**src/logic/eag_pkg.sv**
```systemverilog
// Package for the effective address generator.
// Assumes a 32-bit core with 16-bit instruction words.
package eag_pkg;
  // Instruction and data widths
  localparam int EAG_IW = 16;
  localparam int EAG_DW = 32;
  // Operand size select codes
  localparam logic [1:0] EAG_SZ_BYTE = 2'h0;
  localparam logic [1:0] EAG_SZ_WORD = 2'h1;
  localparam logic [1:0] EAG_SZ_LONG = 2'h2;
  // Field positions inside the instruction word
  localparam int EAG_DST_LSB = 8;
  localparam int EAG_SRC_LSB = 4;
  localparam int EAG_D4_LSB = 0;
  localparam int EAG_D8_LSB = 0;
  localparam int EAG_D12_LSB = 0;
  // Long access PC mask
  localparam logic [31:0] EAG_PC_LONG_MASK = 32'hfffffffc;
  // Reset value of address outputs
  localparam logic [31:0] EAG_RST_WORD = 32'h0000_0000;

  // Addressing mode select, one-hot
  typedef enum logic [13:0] {
    EAG_M_REG_DIRECT = 14'h0001,
    EAG_M_REG_IND = 14'h0002,
    EAG_M_POST_INC = 14'h0004,
    EAG_M_PRE_DEC = 14'h0008,
    EAG_M_REG_DISP = 14'h0010,
    EAG_M_INDEXED = 14'h0020,
    EAG_M_GBR_DISP = 14'h0040,
    EAG_M_GBR_INDEX = 14'h0080,
    EAG_M_PC_DISP = 14'h0100,
    EAG_M_BR_SHORT = 14'h0200,
    EAG_M_BR_LONG = 14'h0400,
    EAG_M_BR_REG = 14'h0800,
    EAG_M_IMM = 14'h1000,
    EAG_M_MAC = 14'h2000
  } eag_mode_t;

  // Immediate handling select, one-hot
  typedef enum logic [2:0] {
    EAG_I_ZERO = 3'h1,
    EAG_I_SIGN = 3'h2,
    EAG_I_TRAP = 3'h4
  } eag_imm_t;
endpackage

```
**src/logic/eag_field_if.sv**
```systemverilog
// Interface carrying fields decoded from one instruction word.
// Assumes a single clock domain; pure wiring.
`timescale 1ns/100ps
`default_nettype none
interface eag_field_if;
  import eag_pkg::*;
  logic [3:0] dst_idx; // Destination register field
  logic [3:0] src_idx; // Source register field
  logic [3:0] disp4; // Short displacement
  logic [7:0] disp8; // Byte displacement or immediate
  logic [11:0] disp12; // Long branch displacement
  modport ext (output dst_idx, src_idx, disp4, disp8, disp12);
  modport use_side (input dst_idx, src_idx, disp4, disp8, disp12);
endinterface
`default_nettype wire

```
**src/logic/eag_field_ext.sv**
```systemverilog
// Field extractor: splits one instruction word into its fields.
// Assumes the word is stable in the cycle it is presented.
`timescale 1ns/100ps
`default_nettype none
module eag_field_ext
  import eag_pkg::*;
(
  input wire logic [EAG_IW-1:0] instr,
  eag_field_if.ext fld
);
  // RULE18: fields from one word
  always_comb begin
    fld.dst_idx = instr[EAG_DST_LSB +: 4];
    fld.src_idx = instr[EAG_SRC_LSB +: 4];
    fld.disp4 = instr[EAG_D4_LSB +: 4];
    // RULE17: low byte displacement
    fld.disp8 = instr[EAG_D8_LSB +: 8];
    fld.disp12 = instr[EAG_D12_LSB +: 12];
  end
endmodule
`default_nettype wire

```
**src/logic/eag_top.sv**
```systemverilog
// Effective address generator: operand addresses, branch targets,
// extended immediates and implied register write-backs.
// Assumes decode supplies mode, size and register values same clock.
`timescale 1ns/100ps
`default_nettype none
// Behaviour
// RULE1: register direct gives register, no access
// RULE2: indirect address is register unchanged
// RULE3: post-increment uses register, then adds size
// RULE4: pre-decrement subtracts size, writes, uses it
// RULE5: register plus size-scaled 4-bit displacement
// RULE6: indexed address is register plus zero
// RULE7: global base plus scaled zero-extended byte
// RULE8: global base plus index register zero
// RULE9: PC plus scaled byte, long masks PC
// RULE10: short branch PC plus signed byte doubled
// RULE11: long branch PC plus signed 12-bit doubled
// RULE12: register branch PC plus source register
// RULE13: test and logic immediates zero-extended
// RULE14: move add compare immediates sign-extended
// RULE15: trap vector offset immediate times four
// RULE16: multiply-accumulate post-increments both registers
// RULE17: PC load byte displacement, register above
// RULE18: all fields from one 16-bit word
// RULE19: size select alone sets scale, step
module eag_top
  import eag_pkg::*;
#(
  parameter int DW = EAG_DW
)
(
  // Clock, reset and enable
  input wire logic clk_sys,
  input wire logic rst_b,
  input wire logic clk_en,
  // Request from the decode stage
  input wire logic op_valid,
  input wire logic [EAG_IW-1:0] instr,
  input wire logic [13:0] mode_sel,
  input wire logic [2:0] imm_sel,
  input wire logic [1:0] size_sel,
  // Register values read for this word
  input wire logic [DW-1:0] source_general_register,
  input wire logic [DW-1:0] destination_general_register,
  input wire logic [DW-1:0] index_register_zero,
  input wire logic [DW-1:0] global_base_register,
  input wire logic [DW-1:0] pc_value,
  // Results towards the memory access stage
  output logic res_valid_q,
  output logic [DW-1:0] ea_q,
  output logic mem_access_q,
  output logic [DW-1:0] operand_q,
  output logic operand_valid_q,
  output logic [DW-1:0] target_q,
  output logic target_valid_q,
  output logic [DW-1:0] imm_q,
  output logic imm_valid_q,
  // Implied register write-backs
  output logic wb_a_en_q,
  output logic [3:0] wb_a_idx_q,
  output logic [DW-1:0] wb_a_data_q,
  output logic wb_b_en_q,
  output logic [3:0] wb_b_idx_q,
  output logic [DW-1:0] wb_b_data_q,
  output logic mac_dest_q
);

  // Decoded fields of the current word
  eag_field_if fld ();

  // Field extractor instance
  eag_field_ext u_ext (
    .instr(instr),
    .fld(fld)
  );

  // Size-driven step and scale, from the size select only
  // RULE19: size select sets step
  function automatic logic [DW-1:0] size_step(input logic [1:0] sz);
    case (sz)
      EAG_SZ_BYTE: size_step = DW'(1);
      EAG_SZ_WORD: size_step = DW'(2);
      EAG_SZ_LONG: size_step = DW'(4);
      default: size_step = DW'(4);
    endcase
  endfunction

  // Zero-extend a displacement and scale it by operand size
  function automatic logic [DW-1:0] scale_disp(input logic [7:0] d,
                                               input logic [1:0] sz);
    logic [DW-1:0] z;
    z = {{(DW-8){1'b0}}, d};
    case (sz)
      EAG_SZ_BYTE: scale_disp = z;
      EAG_SZ_WORD: scale_disp = {z[DW-2:0], 1'b0};
      EAG_SZ_LONG: scale_disp = {z[DW-3:0], 2'b00};
      default: scale_disp = {z[DW-3:0], 2'b00};
    endcase
  endfunction

  // Combinational results
  logic [DW-1:0] ea_d; // Operand address
  logic mem_d; // Memory access implied
  logic [DW-1:0] oper_d; // Register operand
  logic oper_v_d; // Register operand valid
  logic [DW-1:0] tgt_d; // Branch target
  logic tgt_v_d; // Branch target valid
  logic [DW-1:0] imm_d; // Extended immediate
  logic imm_v_d; // Immediate valid
  logic wa_en_d; // Write-back A enable
  logic [3:0] wa_idx_d; // Write-back A register
  logic [DW-1:0] wa_dat_d; // Write-back A value
  logic wb_en_d; // Write-back B enable
  logic [3:0] wb_idx_d; // Write-back B register
  logic [DW-1:0] wb_dat_d; // Write-back B value
  logic mac_d; // Result goes to MAC pair
  logic [DW-1:0] step; // Size step
  logic [DW-1:0] dec_val; // Pre-decremented value
  logic [DW-1:0] pc_base; // PC, masked for long
  logic [DW-1:0] br8; // Signed short branch offset
  logic [DW-1:0] br12; // Signed long branch offset

  // Shared terms
  always_comb begin
    step = size_step(size_sel);
    dec_val = destination_general_register - step;
    // Mask only for long; byte and word keep the low PC bits
    // RULE9: long masks PC
    pc_base = (size_sel == EAG_SZ_LONG) ? (pc_value & EAG_PC_LONG_MASK)
                                        : pc_value;
    // RULE10: signed byte doubled
    br8 = {{(DW-9){fld.disp8[7]}}, fld.disp8, 1'b0};
    // RULE11: signed 12-bit doubled
    br12 = {{(DW-13){fld.disp12[11]}}, fld.disp12, 1'b0};
  end

  // Address and write-back selection by mode
  always_comb begin
    ea_d = EAG_RST_WORD;
    mem_d = 1'b0;
    oper_d = EAG_RST_WORD;
    oper_v_d = 1'b0;
    tgt_d = EAG_RST_WORD;
    tgt_v_d = 1'b0;
    wa_en_d = 1'b0;
    wa_idx_d = fld.src_idx;
    wa_dat_d = EAG_RST_WORD;
    wb_en_d = 1'b0;
    wb_idx_d = fld.dst_idx;
    wb_dat_d = EAG_RST_WORD;
    mac_d = 1'b0;
    // Unknown or mixed selects fall to default: no access at all
    case (mode_sel)
      // RULE1: operand from register
      EAG_M_REG_DIRECT: begin
        oper_d = source_general_register;
        oper_v_d = 1'b1;
      end
      // RULE2: address is register
      EAG_M_REG_IND: begin
        ea_d = source_general_register;
        mem_d = 1'b1;
      end
      // RULE3: use then increment
      EAG_M_POST_INC: begin
        ea_d = source_general_register;
        mem_d = 1'b1;
        wa_en_d = 1'b1;
        wa_dat_d = source_general_register + step;
      end
      // RULE4: decrement, write, use
      EAG_M_PRE_DEC: begin
        ea_d = dec_val;
        mem_d = 1'b1;
        wb_en_d = 1'b1;
        wb_dat_d = dec_val;
      end
      // RULE5: register plus scaled disp
      EAG_M_REG_DISP: begin
        ea_d = source_general_register +
               scale_disp({4'h0, fld.disp4}, size_sel);
        mem_d = 1'b1;
      end
      // RULE6: register plus index zero
      EAG_M_INDEXED: begin
        ea_d = source_general_register + index_register_zero;
        mem_d = 1'b1;
      end
      // RULE7: global base plus scaled byte
      EAG_M_GBR_DISP: begin
        ea_d = global_base_register + scale_disp(fld.disp8, size_sel);
        mem_d = 1'b1;
      end
      // RULE8: global base plus zero
      EAG_M_GBR_INDEX: begin
        ea_d = global_base_register + index_register_zero;
        mem_d = 1'b1;
      end
      // RULE9: PC plus scaled byte
      // RULE17: destination field above byte
      EAG_M_PC_DISP: begin
        ea_d = pc_base + scale_disp(fld.disp8, size_sel);
        mem_d = 1'b1;
      end
      // RULE10: short branch target
      EAG_M_BR_SHORT: begin
        tgt_d = pc_value + br8;
        tgt_v_d = 1'b1;
      end
      // RULE11: long branch target
      EAG_M_BR_LONG: begin
        tgt_d = pc_value + br12;
        tgt_v_d = 1'b1;
      end
      // RULE12: PC plus register
      EAG_M_BR_REG: begin
        tgt_d = pc_value + source_general_register;
        tgt_v_d = 1'b1;
      end
      // RULE16: both pointers post-increment
      EAG_M_MAC: begin
        ea_d = source_general_register;
        mem_d = 1'b1;
        wa_en_d = 1'b1;
        wa_dat_d = source_general_register + step;
        wb_en_d = 1'b1;
        wb_dat_d = destination_general_register + step;
        mac_d = 1'b1;
      end
      // Immediate mode handled below
      EAG_M_IMM: begin
        mem_d = 1'b0;
      end
      // Unknown select: no action
      default: begin
        mem_d = 1'b0;
      end
    endcase
  end

  // Immediate extension
  always_comb begin
    imm_v_d = (mode_sel == EAG_M_IMM);
    case (imm_sel)
      // RULE13: zero-extend logic immediates
      EAG_I_ZERO: imm_d = {{(DW-8){1'b0}}, fld.disp8};
      // RULE14: sign-extend arithmetic immediates
      EAG_I_SIGN: imm_d = {{(DW-8){fld.disp8[7]}}, fld.disp8};
      // RULE15: trap offset times four
      EAG_I_TRAP: imm_d = {{(DW-10){1'b0}}, fld.disp8, 2'b00};
      // Unknown select: zero
      default: imm_d = EAG_RST_WORD;
    endcase
  end

  // Result valid strobe
  always_ff @(posedge clk_sys) begin
    if (!rst_b) begin
      res_valid_q <= 1'b0;
    end else if (clk_en) begin
      res_valid_q <= op_valid;
    end
  end

  // Operand address and memory access flag
  always_ff @(posedge clk_sys) begin
    if (!rst_b) begin
      ea_q <= EAG_RST_WORD;
      mem_access_q <= 1'b0;
    end else if (clk_en) begin
      ea_q <= ea_d;
      mem_access_q <= op_valid & mem_d;
    end
  end

  // Register direct operand
  always_ff @(posedge clk_sys) begin
    if (!rst_b) begin
      operand_q <= EAG_RST_WORD;
      operand_valid_q <= 1'b0;
    end else if (clk_en) begin
      operand_q <= oper_d;
      operand_valid_q <= op_valid & oper_v_d;
    end
  end

  // Branch target
  always_ff @(posedge clk_sys) begin
    if (!rst_b) begin
      target_q <= EAG_RST_WORD;
      target_valid_q <= 1'b0;
    end else if (clk_en) begin
      target_q <= tgt_d;
      target_valid_q <= op_valid & tgt_v_d;
    end
  end

  // Extended immediate
  always_ff @(posedge clk_sys) begin
    if (!rst_b) begin
      imm_q <= EAG_RST_WORD;
      imm_valid_q <= 1'b0;
    end else if (clk_en) begin
      imm_q <= imm_d;
      imm_valid_q <= op_valid & imm_v_d;
    end
  end

  // Result routed to the multiply-accumulate pair
  always_ff @(posedge clk_sys) begin
    if (!rst_b) begin
      mac_dest_q <= 1'b0;
    end else if (clk_en) begin
      mac_dest_q <= op_valid & mac_d;
    end
  end

  // Write-back of the source pointer
  always_ff @(posedge clk_sys) begin
    if (!rst_b) begin
      wb_a_en_q <= 1'b0;
      wb_a_idx_q <= 4'h0;
      wb_a_data_q <= EAG_RST_WORD;
    end else if (clk_en) begin
      wb_a_en_q <= op_valid & wa_en_d;
      wb_a_idx_q <= wa_idx_d;
      wb_a_data_q <= wa_dat_d;
    end
  end

  // Write-back of the destination pointer
  always_ff @(posedge clk_sys) begin
    if (!rst_b) begin
      wb_b_en_q <= 1'b0;
      wb_b_idx_q <= 4'h0;
      wb_b_data_q <= EAG_RST_WORD;
    end else if (clk_en) begin
      wb_b_en_q <= op_valid & wb_en_d;
      wb_b_idx_q <= wb_idx_d;
      wb_b_data_q <= wb_dat_d;
    end
  end
endmodule
`default_nettype wire

```
**config.mk**
```make
export PLATFORM = sky130hd
export DESIGN_NAME = eag_top
export DESIGN_NICKNAME = d
export VERILOG_FILES = /design/src/logic/eag_pkg.sv /design/src/logic/eag_field_if.sv /design/src/logic/eag_field_ext.sv /design/src/logic/eag_top.sv
export SDC_FILE = /design/constraint.sdc
export NUM_CORES = 1
export LEC_CHECK = 0
export BUFFER_PORTS_ARGS = -buffer_cell sky130_fd_sc_hd__buf_4
export CORE_MARGIN = 10
export CORE_UTILIZATION = 56
export CTS_CLUSTER_DIAMETER = 80
export DETAILED_ROUTE_END_ITERATION = 6
export GPL_TIMING_DRIVEN = 0
export PLACE_DENSITY = 0.82
export SETUP_SLACK_MARGIN = 0.1
export SLEW_MARGIN = 20
export SYNTH_ARGS = -nofsm -noshare
export SYNTH_HDL_FRONTEND = slang
export SYNTH_SLANG_ARGS = --single-unit
export TNS_END_PERCENT = 50
```
**constraint.sdc**
```tcl
create_clock -name clk_sys -period 5.9 [get_ports clk_sys]
set_input_delay 0.59 -clock clk_sys [delete_from_list [all_inputs] [get_ports clk_sys]]
set_output_delay 0.59 -clock clk_sys [all_outputs]
set_load 0.02 [all_outputs]
```
# Word level (Yosys, flattened, before mapping)
# Index checks and enable logic that the tools add are counted.
[op_classes] addsub=11 eq_ne=19 n_mux=19 bitwise_logic=7 n_reduce_logical=6
[ops] operator="$add 32x32->32" count=10
[ops] operator="$pmux 32 s7" count=1
[ops] operator="$pmux 32 s3" count=2
[ops] operator="$mux 32" count=5
[ops] operator="$pmux 32 s2" count=1
[ops] operator="$sub 32x32->32" count=1
[ops] operator="$pmux 10 s2" count=1
[ops] operator="$eq 14x1->1 const B" count=1
[ops] operator="$eq 14x10->1 const B" count=1
[ops] operator="$eq 14x11->1 const B" count=1
[ops] operator="$eq 14x12->1 const B" count=1
[ops] operator="$eq 14x13->1 const B" count=1
[ops] operator="$eq 14x14->1 const B" count=1
[ops] operator="$eq 14x2->1 const B" count=1
[ops] operator="$eq 14x3->1 const B" count=1
[ops] operator="$eq 14x4->1 const B" count=1
[ops] operator="$eq 14x5->1 const B" count=1
[ops] operator="$eq 14x6->1 const B" count=1
[ops] operator="$eq 14x7->1 const B" count=1
[ops] operator="$eq 14x8->1 const B" count=1
[ops] operator="$eq 14x9->1 const B" count=1
[ops] operator="$pmux 6 s2" count=1
[ops] operator="$reduce_or 9->1" count=1
[ops] operator="$and 1x1->1" count=7
[ops] operator="other kinds (11)" count=18
[totals] ff_bits=208 in_bits=199 out_inout_bits=208 wordCells=78

# Longest topological paths before layout
# Gate-level depths: netlist of run 1.
[logic_depth] word_depth=5 depth_mapped=21 depth_no_buf=18

# By module
# Synthesis of run 1 repeated with hierarchy kept, for this count alone.
[unflattened] hier_cells=2522 area_unflattened_um2=18301.3
[by_module_without_submodules] mod="eag_top" n_inst=1 cells_per_inst=2490 area_per_inst_um2=18061.1 seq_area_each_um2=3743.6
[by_module_without_submodules] mod="eag_field_ext" n_inst=1 cells_per_inst=32 area_per_inst_um2=240.2 seq_area_each_um2=0.0

# Least setup slack after synthesis of run 1
# Ideal clock, no wire load.
[synth_path] path_type="input to register" startpoint="input mode_sel[7]" endpoint="register ea_q[26]" setup_ps=114 t_arrival_ps=4633 t_required_ps=5786 path_slack_ps=1153 cell_stages=20 n_path_buf=4 path_cell_list="buf_2 nor3_1 and3_1 nand4_1 clkbuf_1 clkbuf_1 nand2_1 nand2_1 ha_1 fa_1 a21o_1 a221oi_1 o221ai_1 o221ai_4 nor2b_1 clkbuf_2 a311o_1 a221oi_1 o21ai_0 a21o_1"
[synth_via] elab_chain_cells=3 word_cells_on_any_way=11 classes_between="eq/ne: 9; mux: 1; reduce/logical: 1"
[synth_rtl] element="from (decl)" line="eag_top.sv:39" text="input wire logic [13:0] mode_sel,"
[synth_rtl] element="$eq 14x14->1 (tied with other cells)" line="eag_top.sv:153" text="case (mode_sel)"
[synth_rtl] element="$reduce_or 3->1 (no source line)"
[synth_rtl] element="$pmux 32 s7 (*)" line="eag_top.sv:153"
[synth_rtl] element="to (signal assigned)" line="eag_top.sv:268" text="ea_q <= EAG_RST_WORD;"
[synth_rtl] element="to (signal assigned)" line="eag_top.sv:271" text="ea_q <= ea_d;"
[synth_rtl] element="to (decl)" line="eag_top.sv:50" text="output logic [DW-1:0] ea_q,"
# Every way passes the cells marked *; elsewhere a longest branch is shown, timed or not.
# A chain may end at the register's enable or synchronous reset.

# Worst setup path in the final report of run 1
[layout_path] startpoint="input mode_sel[1]" endpoint="register ea_q[19]"
# The elaborated chain is that of the path after synthesis.

==> results.toml, run 1 <==
[run_status]
status = "finished, final reports clean"

[detailed_routing]
drc = 0
drt_iter0_drc = 3242
first_pass_iters = 7
routedWlPerCell_um = 28.6
drt-total-wl_mm = 92.3
antenna_left = 0
vias = 22500
via_per_inst = 6.96

[cts]
cts_max_path_buffers = 2
cts_buffers = 17
postCtsHoldBufs = 0
tritoncts = "done"
cts_sinks = 187
htree_levels = 4
worst_skew_pair.late_latency_ns = 0.48
path_clk_slew_ns = 0.08
cts-root-buf = "clkbuf_16"

[yosys]
yosysMostFrequentCell = "a21oi_1"
synth-main-ff-cell = "dfxtp_1"
async_flop_share_pct = 0
synthTopCellsByCount = "222 x a21oi_1, 220 x nand2_1, 187 x dfxtp_1"
synth-edff-count = 0
synth.area.top_cells = "dfxtp_1 21%, ha_1 8.6%, a21oi_1 6.2%, xnor2_1 5.8%, o21ai_0 4.8%"
synth_top_area_share_pct = 20.8
netlist_instances = 2401
avgSynthCellArea_um2 = 7.48
synth_area_um2 = 18000
syn_nets = 2732
yosys.area.top_type = "dfxtp_1"
ys_warn_count = 0
synth-seq-area-share_pct = 20.8
synth_seq_cells = 187
synthDistinctLibCells = 89

[global_route]
gr-usage-all-layers_pct = 44.6
grt_overflow = 0
grt_pass1_vias = 21400
antenna_found_initial = 17
grt_max_degree = 24
grt_pass1_wl_mm = 132

[power]
p_clk_share_pct = 32.7
sw_frac_of_total_pct = 36.8
p_seq_share_pct = 32.9
cellLeakagePower_nw = 9.35
p_int_mw = 2.53
comb_power_share_pct = 34.4
power_density_nw_per_um2 = 181
p_switching_mw = 1.47
ir_worst_vdd_v = 0.000220

[floorplan]
core_area_um2 = 31600
fp.dieW_um = 199
die_area_um2 = 39600
std_cell_rows = 65
die-height_um = 199
io_pins = 407
initial_core_util_pct = 56.8

[timing]
hold_violations = 0
worst_pin_slew_ns = 1.20
min_period_ns = 5.51
maxSlewViolCount = 0
finalCritPeriodShare_pct = 93.4
slew_headroom_pct = 20.2
max_freq_mhz = 182
rsz0062_at_grt = "false"
clock-skew-final_ns = 0
setup_violations = 0

[critical_path]
r2r-start = "ea_q[30]"
worstRegToRegCells = 6
crit_path_start_kind = "primary input"
required_ns = 6.25
startpoint = "mode_sel[1]"
reg2reg_slack_ns = 4.42
r2r_end = "ea_q[30]"
cp_max_fo = 10
worstSetupPathType = "primary input to flip-flop"
arrival_ns = 5.85
crit_path_end_kind = "flip-flop"

[place]
portBuffers = 385
dp.final_hpwl_mm = 73.2
dp.cells = 3189
gp_congestion = 1.08

[layout]
fin_cells = 3230
syn2layout_area_growth_pct = 22.8
drive_above_1_share_pct = 18.6
fin_util_pct = 69.7
nets = 3139

[min_path]
hold_depth = 3
hp-class = "primary input to flip-flop"
min-delay-start = "instr[9]"
hold_end = "wb_b_idx_q[1]"

[flow_run]
maxCapViolCount = 0
[sequential cells by signal, indices dropped and copies added, names as in the netlist, 4 cells and up]
name,flops
wb_b_idx_q,4
wb_a_idx_q,4
imm_q,11
target_q,32
ea_q,32
operand_q,32
wb_b_data_q,32
wb_a_data_q,32
[metal layers]
layer  part of all wire [%]  up-vias  wire length [um]  GRT usage, %
li1                       -     9616                 -             -
met1                     35    10300             32300          53.8
met2                     43     2001             39200          66.6
met3                     16      498             14400          15.2
met4                    6.8       14              6240          28.0
met5                  0.098        -                90             0
[worst max path at each step]
stage,endpoint,depth (start not counted),slack [ns]
2_1_floorplan,ea_q[26],20,1.15
3_3_place_gp,ea_q[19],19,-0.54
3_5_place_dp,ea_q[19],19,-0.56
4_1_cts,ea_q[23],18,0.13
5_1_grt,ea_q[23],18,0.21
6_report,ea_q[19],19,0.39
[what timing repair did]
item,in CTS,in global routing
endpoints found under the setup margin,2,16
buffers inserted,0,2
pin swaps,0,1
endpoints found under the hold margin,0,0
resized for setup,3,8
[per-stage QoR]
step | cell area [um2] | total power [mW] | worst slack [ns] | setup TNS [ns] | hold WS, ns
final | 22100 | 4.00 | 0.392 | 0 | 0.415
after floorplan | 18000 | 2.13 | 1.15 | 0 | 0.537
after CTS | 22000 | 3.90 | 0.126 | 0 | 0.412
after global routing | 22000 | 4.09 | 0.211 | 0 | 0.457
after detailed placement | 21400 | 2.64 | -0.562 | -3.78 | 0.458
after global placement | 21400 | 2.60 | -0.539 | -2.31 | 0.453
[final cells by class]
cell class,count,area (um2)
fillers,2606,9580
diodes,7,17.5
multi-input cells,2013,13400
clock inverters,13,189
flip-flops and latches,187,3740
plain buffers,165,752
repair buffers,388,2910
clock buffers,19,433
inverters,36,135
well taps,402,503
[cell usage in the layout, fill, tap and decap left out, types with 58 or more instances in the layout]
cell type  synthesis  layout
nand2_1          220     220
xor2_1            82      82
a21oi_1          222     222
nor2b_1           88      88
nand3_1           86      86
xnor2_1          119     119
buf_4             24     411
clkbuf_1         126     125
nor2_1           185     185
dfxtp_1          187     187
o21ai_0          171     170
and3_1            58      58
ha_1             124     124
[logic make-up after synthesis]
logic type	synth area share, %
AOI/OAI and AO/OA	27.3
xor gates and xnor gates	9.80
adders and majority gates	9.53
buffers and inverters	4.92
DFF	20.8
muxes	3.57
and+or+nand+nor	24.0
[power by group through the flow]
stage | Sequential, mW | Combinational, mW | Clock (mW)
after global routing | 1.32 | 1.44 | 1.33
after CTS | 1.31 | 1.31 | 1.28
after detailed placement | 1.34 | 1.29 | 0
after global placement | 1.34 | 1.26 | 0
after floorplan | 1.38 | 0.758 | 0
final | 1.32 | 1.38 | 1.31
[worst max-delay path: stages]
cell and delay [ns]:
buf_4 0.14, nor4_2 0.54, nand4_1 0.24, nor3b_2 0.35, clkbuf_2 0.36, clkbuf_1 0.42
nand3_1 0.20, nand2_1 0.16, ha_1 0.25, a21o_1 0.17, a21o_1 0.22, a221oi_1 0.50
a211oi_2 0.23, nand3_1 0.18, nor2_1 0.07, xnor2_1 0.23, mux2i_1 0.14, a2111oi_1 0.67
o21ai_0 0.16
No activity file was read; power rests on OpenSTA's default activity.
==> run 2: changes to the inputs <==
--- a/config.mk
+++ b/config.mk
@@ -8,4 +8,7 @@
 export BUFFER_PORTS_ARGS = -buffer_cell sky130_fd_sc_hd__buf_4
+export CELL_PAD_IN_SITES_DETAIL_PLACEMENT = 1
+export CELL_PAD_IN_SITES_GLOBAL_PLACEMENT = 1
+export CORE_ASPECT_RATIO = 1.75
 export CORE_MARGIN = 10
-export CORE_UTILIZATION = 56
+export CORE_UTILIZATION = 40
 export CTS_CLUSTER_DIAMETER = 80
@@ -13,3 +16,3 @@
 export GPL_TIMING_DRIVEN = 0
-export PLACE_DENSITY = 0.82
+export PLACE_DENSITY_LB_ADDON = 0.1
 export SETUP_SLACK_MARGIN = 0.1
==> constraint.sdc (replaced) <==
create_clock -name clk_sys -period 5.9 [get_ports clk_sys]
set_input_delay 1.18 -clock clk_sys [delete_from_list [all_inputs] [get_ports clk_sys]]
set_output_delay 1.18 -clock clk_sys [all_outputs]
set_load 0.02 [all_outputs]
==> results.toml, run 2 (synthesis results as in run 1) <==
[run_status]
status = "finished, final reports clean"

[critical_path]
crit_path_end_kind = "flip-flop"
r2r_end = "ea_q[30]"
path_cells = "buf_4 > nor4_4 > buf_4 > nand4_1 > nor3b_4 > clkbuf_4 > clkbuf_2 > nand2_1 > nand2_1 > ha_1 > a21o_1 > a211o_1 > a221oi_2 > a211oi_4 > and2_1 > nand2_1 > xnor2_1 > a221oi_1 > o221ai_2 > a22o_1"
reg2reg_slack_ns = 4.47
crit_path_start_kind = "primary input"
cp_common_cell = "nand2_1"
arrival_ns = 6.07
r2r-start = "ea_q[30]"
worstSetupPathType = "primary input to flip-flop"
cpPeakStageDelay_ns = 0.41
slowest_stage = "a221oi_2"
worstRegToRegCells = 6
required_ns = 6.27
cp_max_fo = 10

[timing]
setup_violations = 0
clock-skew-final_ns = 0
min_period_ns = 5.69
hold_violations = 0
maxSlewViolCount = 0
rsz0062_at_grt = "false"
worst_pin_slew_ns = 1.26
slew_headroom_pct = 15.7
finalCritPeriodShare_pct = 96.5
max_freq_mhz = 176
setup_ws_ns = 0.208

[detailed_routing]
antenna_left = 0
via_per_inst = 6.36
drt_iter0_drc = 1574
drc = 0
first_pass_iters = 6
routedWlPerCell_um = 31.0
drt-total-wl_mm = 106
vias = 21700

[floorplan]
fp.dieW_um = 180
core_area_um2 = 44300
die-height_um = 300
initial_core_util_pct = 40.5
std_cell_rows = 102
die_area_um2 = 54100
io_pins = 407

[global_route]
grt_pass1_wl_mm = 152
antenna_found_initial = 19
grt_pass1_vias = 23100
grt_max_degree = 24
grt_overflow = 0
gr-usage-all-layers_pct = 37.1

[cts]
worst_skew_pair.late_latency_ns = 0.49
tritoncts = "done"
postCtsHoldBufs = 0
path_clk_slew_ns = 0.08
cts-root-buf = "clkbuf_16"
htree_levels = 4
cts_max_path_buffers = 2
cts_buffers = 17
cts_sinks = 187

[flow_run]
maxCapViolCount = 0

[place]
place_area_um2 = 21600
pre_cts_ws_ns = -1.79
gp_congestion = 1.04
portBuffers = 385
dp.final_hpwl_mm = 86.8

[layout]
final_cell_mix = "416 x buf_4, 221 x a21oi_1, 219 x nand2_1"
fin_util_pct = 50.6
drive_above_1_share_pct = 19.2
nets = 3144
fin_area_um2 = 22400
syn2layout_area_growth_pct = 24.8
fillerInstances = 5610
final_common_cell = "buf_4"

[min_path]
hold_depth = 2
min-delay-start = "ea_q[11]"
hp-class = "flip-flop to flip-flop"
hold_end = "ea_q[11]"

[power]
ir_worst_vdd_v = 0.000119
power_density_nw_per_um2 = 178
cellLeakagePower_nw = 9.40
## run 2: cell types whose count changed in the layout (fill, tap and decap cells not counted), sizes merged
cell      delta
inv          +5
diode        +6
buf          +7
clkbuf       -3
clkinv       +1
bufinv       -4
clkinvlp     -1
## run 2: how the worst max path moves through the flow
| stage | startpoint | end | slack, ns | cells after the start |
|---|---|---|---|---|
| after floorplan | mode_sel[7] | ea_q[26] | 0.56 | 20 |
| after global placement | mode_sel[1] | ea_q[19] | -1.68 | 18 |
| after detailed placement | mode_sel[1] | ea_q[19] | -1.79 | 18 |
| after CTS | mode_sel[1] | ea_q[28] | 0.04 | 21 |
| after global routing | mode_sel[8] | ea_q[23] | 0.1 | 20 |
| final | mode_sel[13] | ea_q[13] | 0.21 | 20 |
## run 2: critical path, delay by kind of cell
family | cells | cell delay, ns
compound gates | 7 | 2.14
xor+xnor | 1 | 0.07
fa+ha+maj | 1 | 0.28
buf+inv | 4 | 0.97
simple gates | 7 | 1.39
## run 2: stage by stage
step	instances	power [mW]	setup TNS, ns	hold slack, ns
floorplan	2401	2.13	0	0.537
global placement	3358	2.65	-28.58	0.448
detailed placement	3359	2.68	-32.89	0.461
CTS	3395	3.94	0	0.479
global route	3408	4.12	0	0.509
finish	3411	3.99	0	0.481
## run 2: cell type report
cell class / count / area [um2] / share of cell area, %
diodes: 13 / 32.5 / 0.145
plain buffers: 165 / 759 / 3.39
clock buffers: 18 / 429 / 1.92
clock inverters: 14 / 150 / 0.670
inverters: 36 / 135 / 0.603
multi-input cells: 2013 / 13500 / 60.1
flip-flops and latches: 187 / 3740 / 16.7
well taps: 572 / 716 / 3.19
repair buffers: 393 / 2960 / 13.2
## run 2: timing repair
| action | in CTS | in global routing |
|---|---|---|
| gates resized for setup | 17 | 16 |
| setup endpoints to repair | 30 | 28 |
| setup buffers | 4 | 3 |
| pin swaps | 2 | 4 |
## run 2: power by group
group	internal [mW]	switching, mW
clock	0.571	0.701
combinational	0.527	0.876
sequential	1.29	0.0224
total	2.39	1.60
## run 2: layer usage
layer,up-vias,GRT usage (%),wire (um)
met5,-,0,59
met4,10,28.8,8760
met3,390,7.30,7230
met2,1067,65.0,52200
met1,10600,38.2,37500
li1,9626,-,-
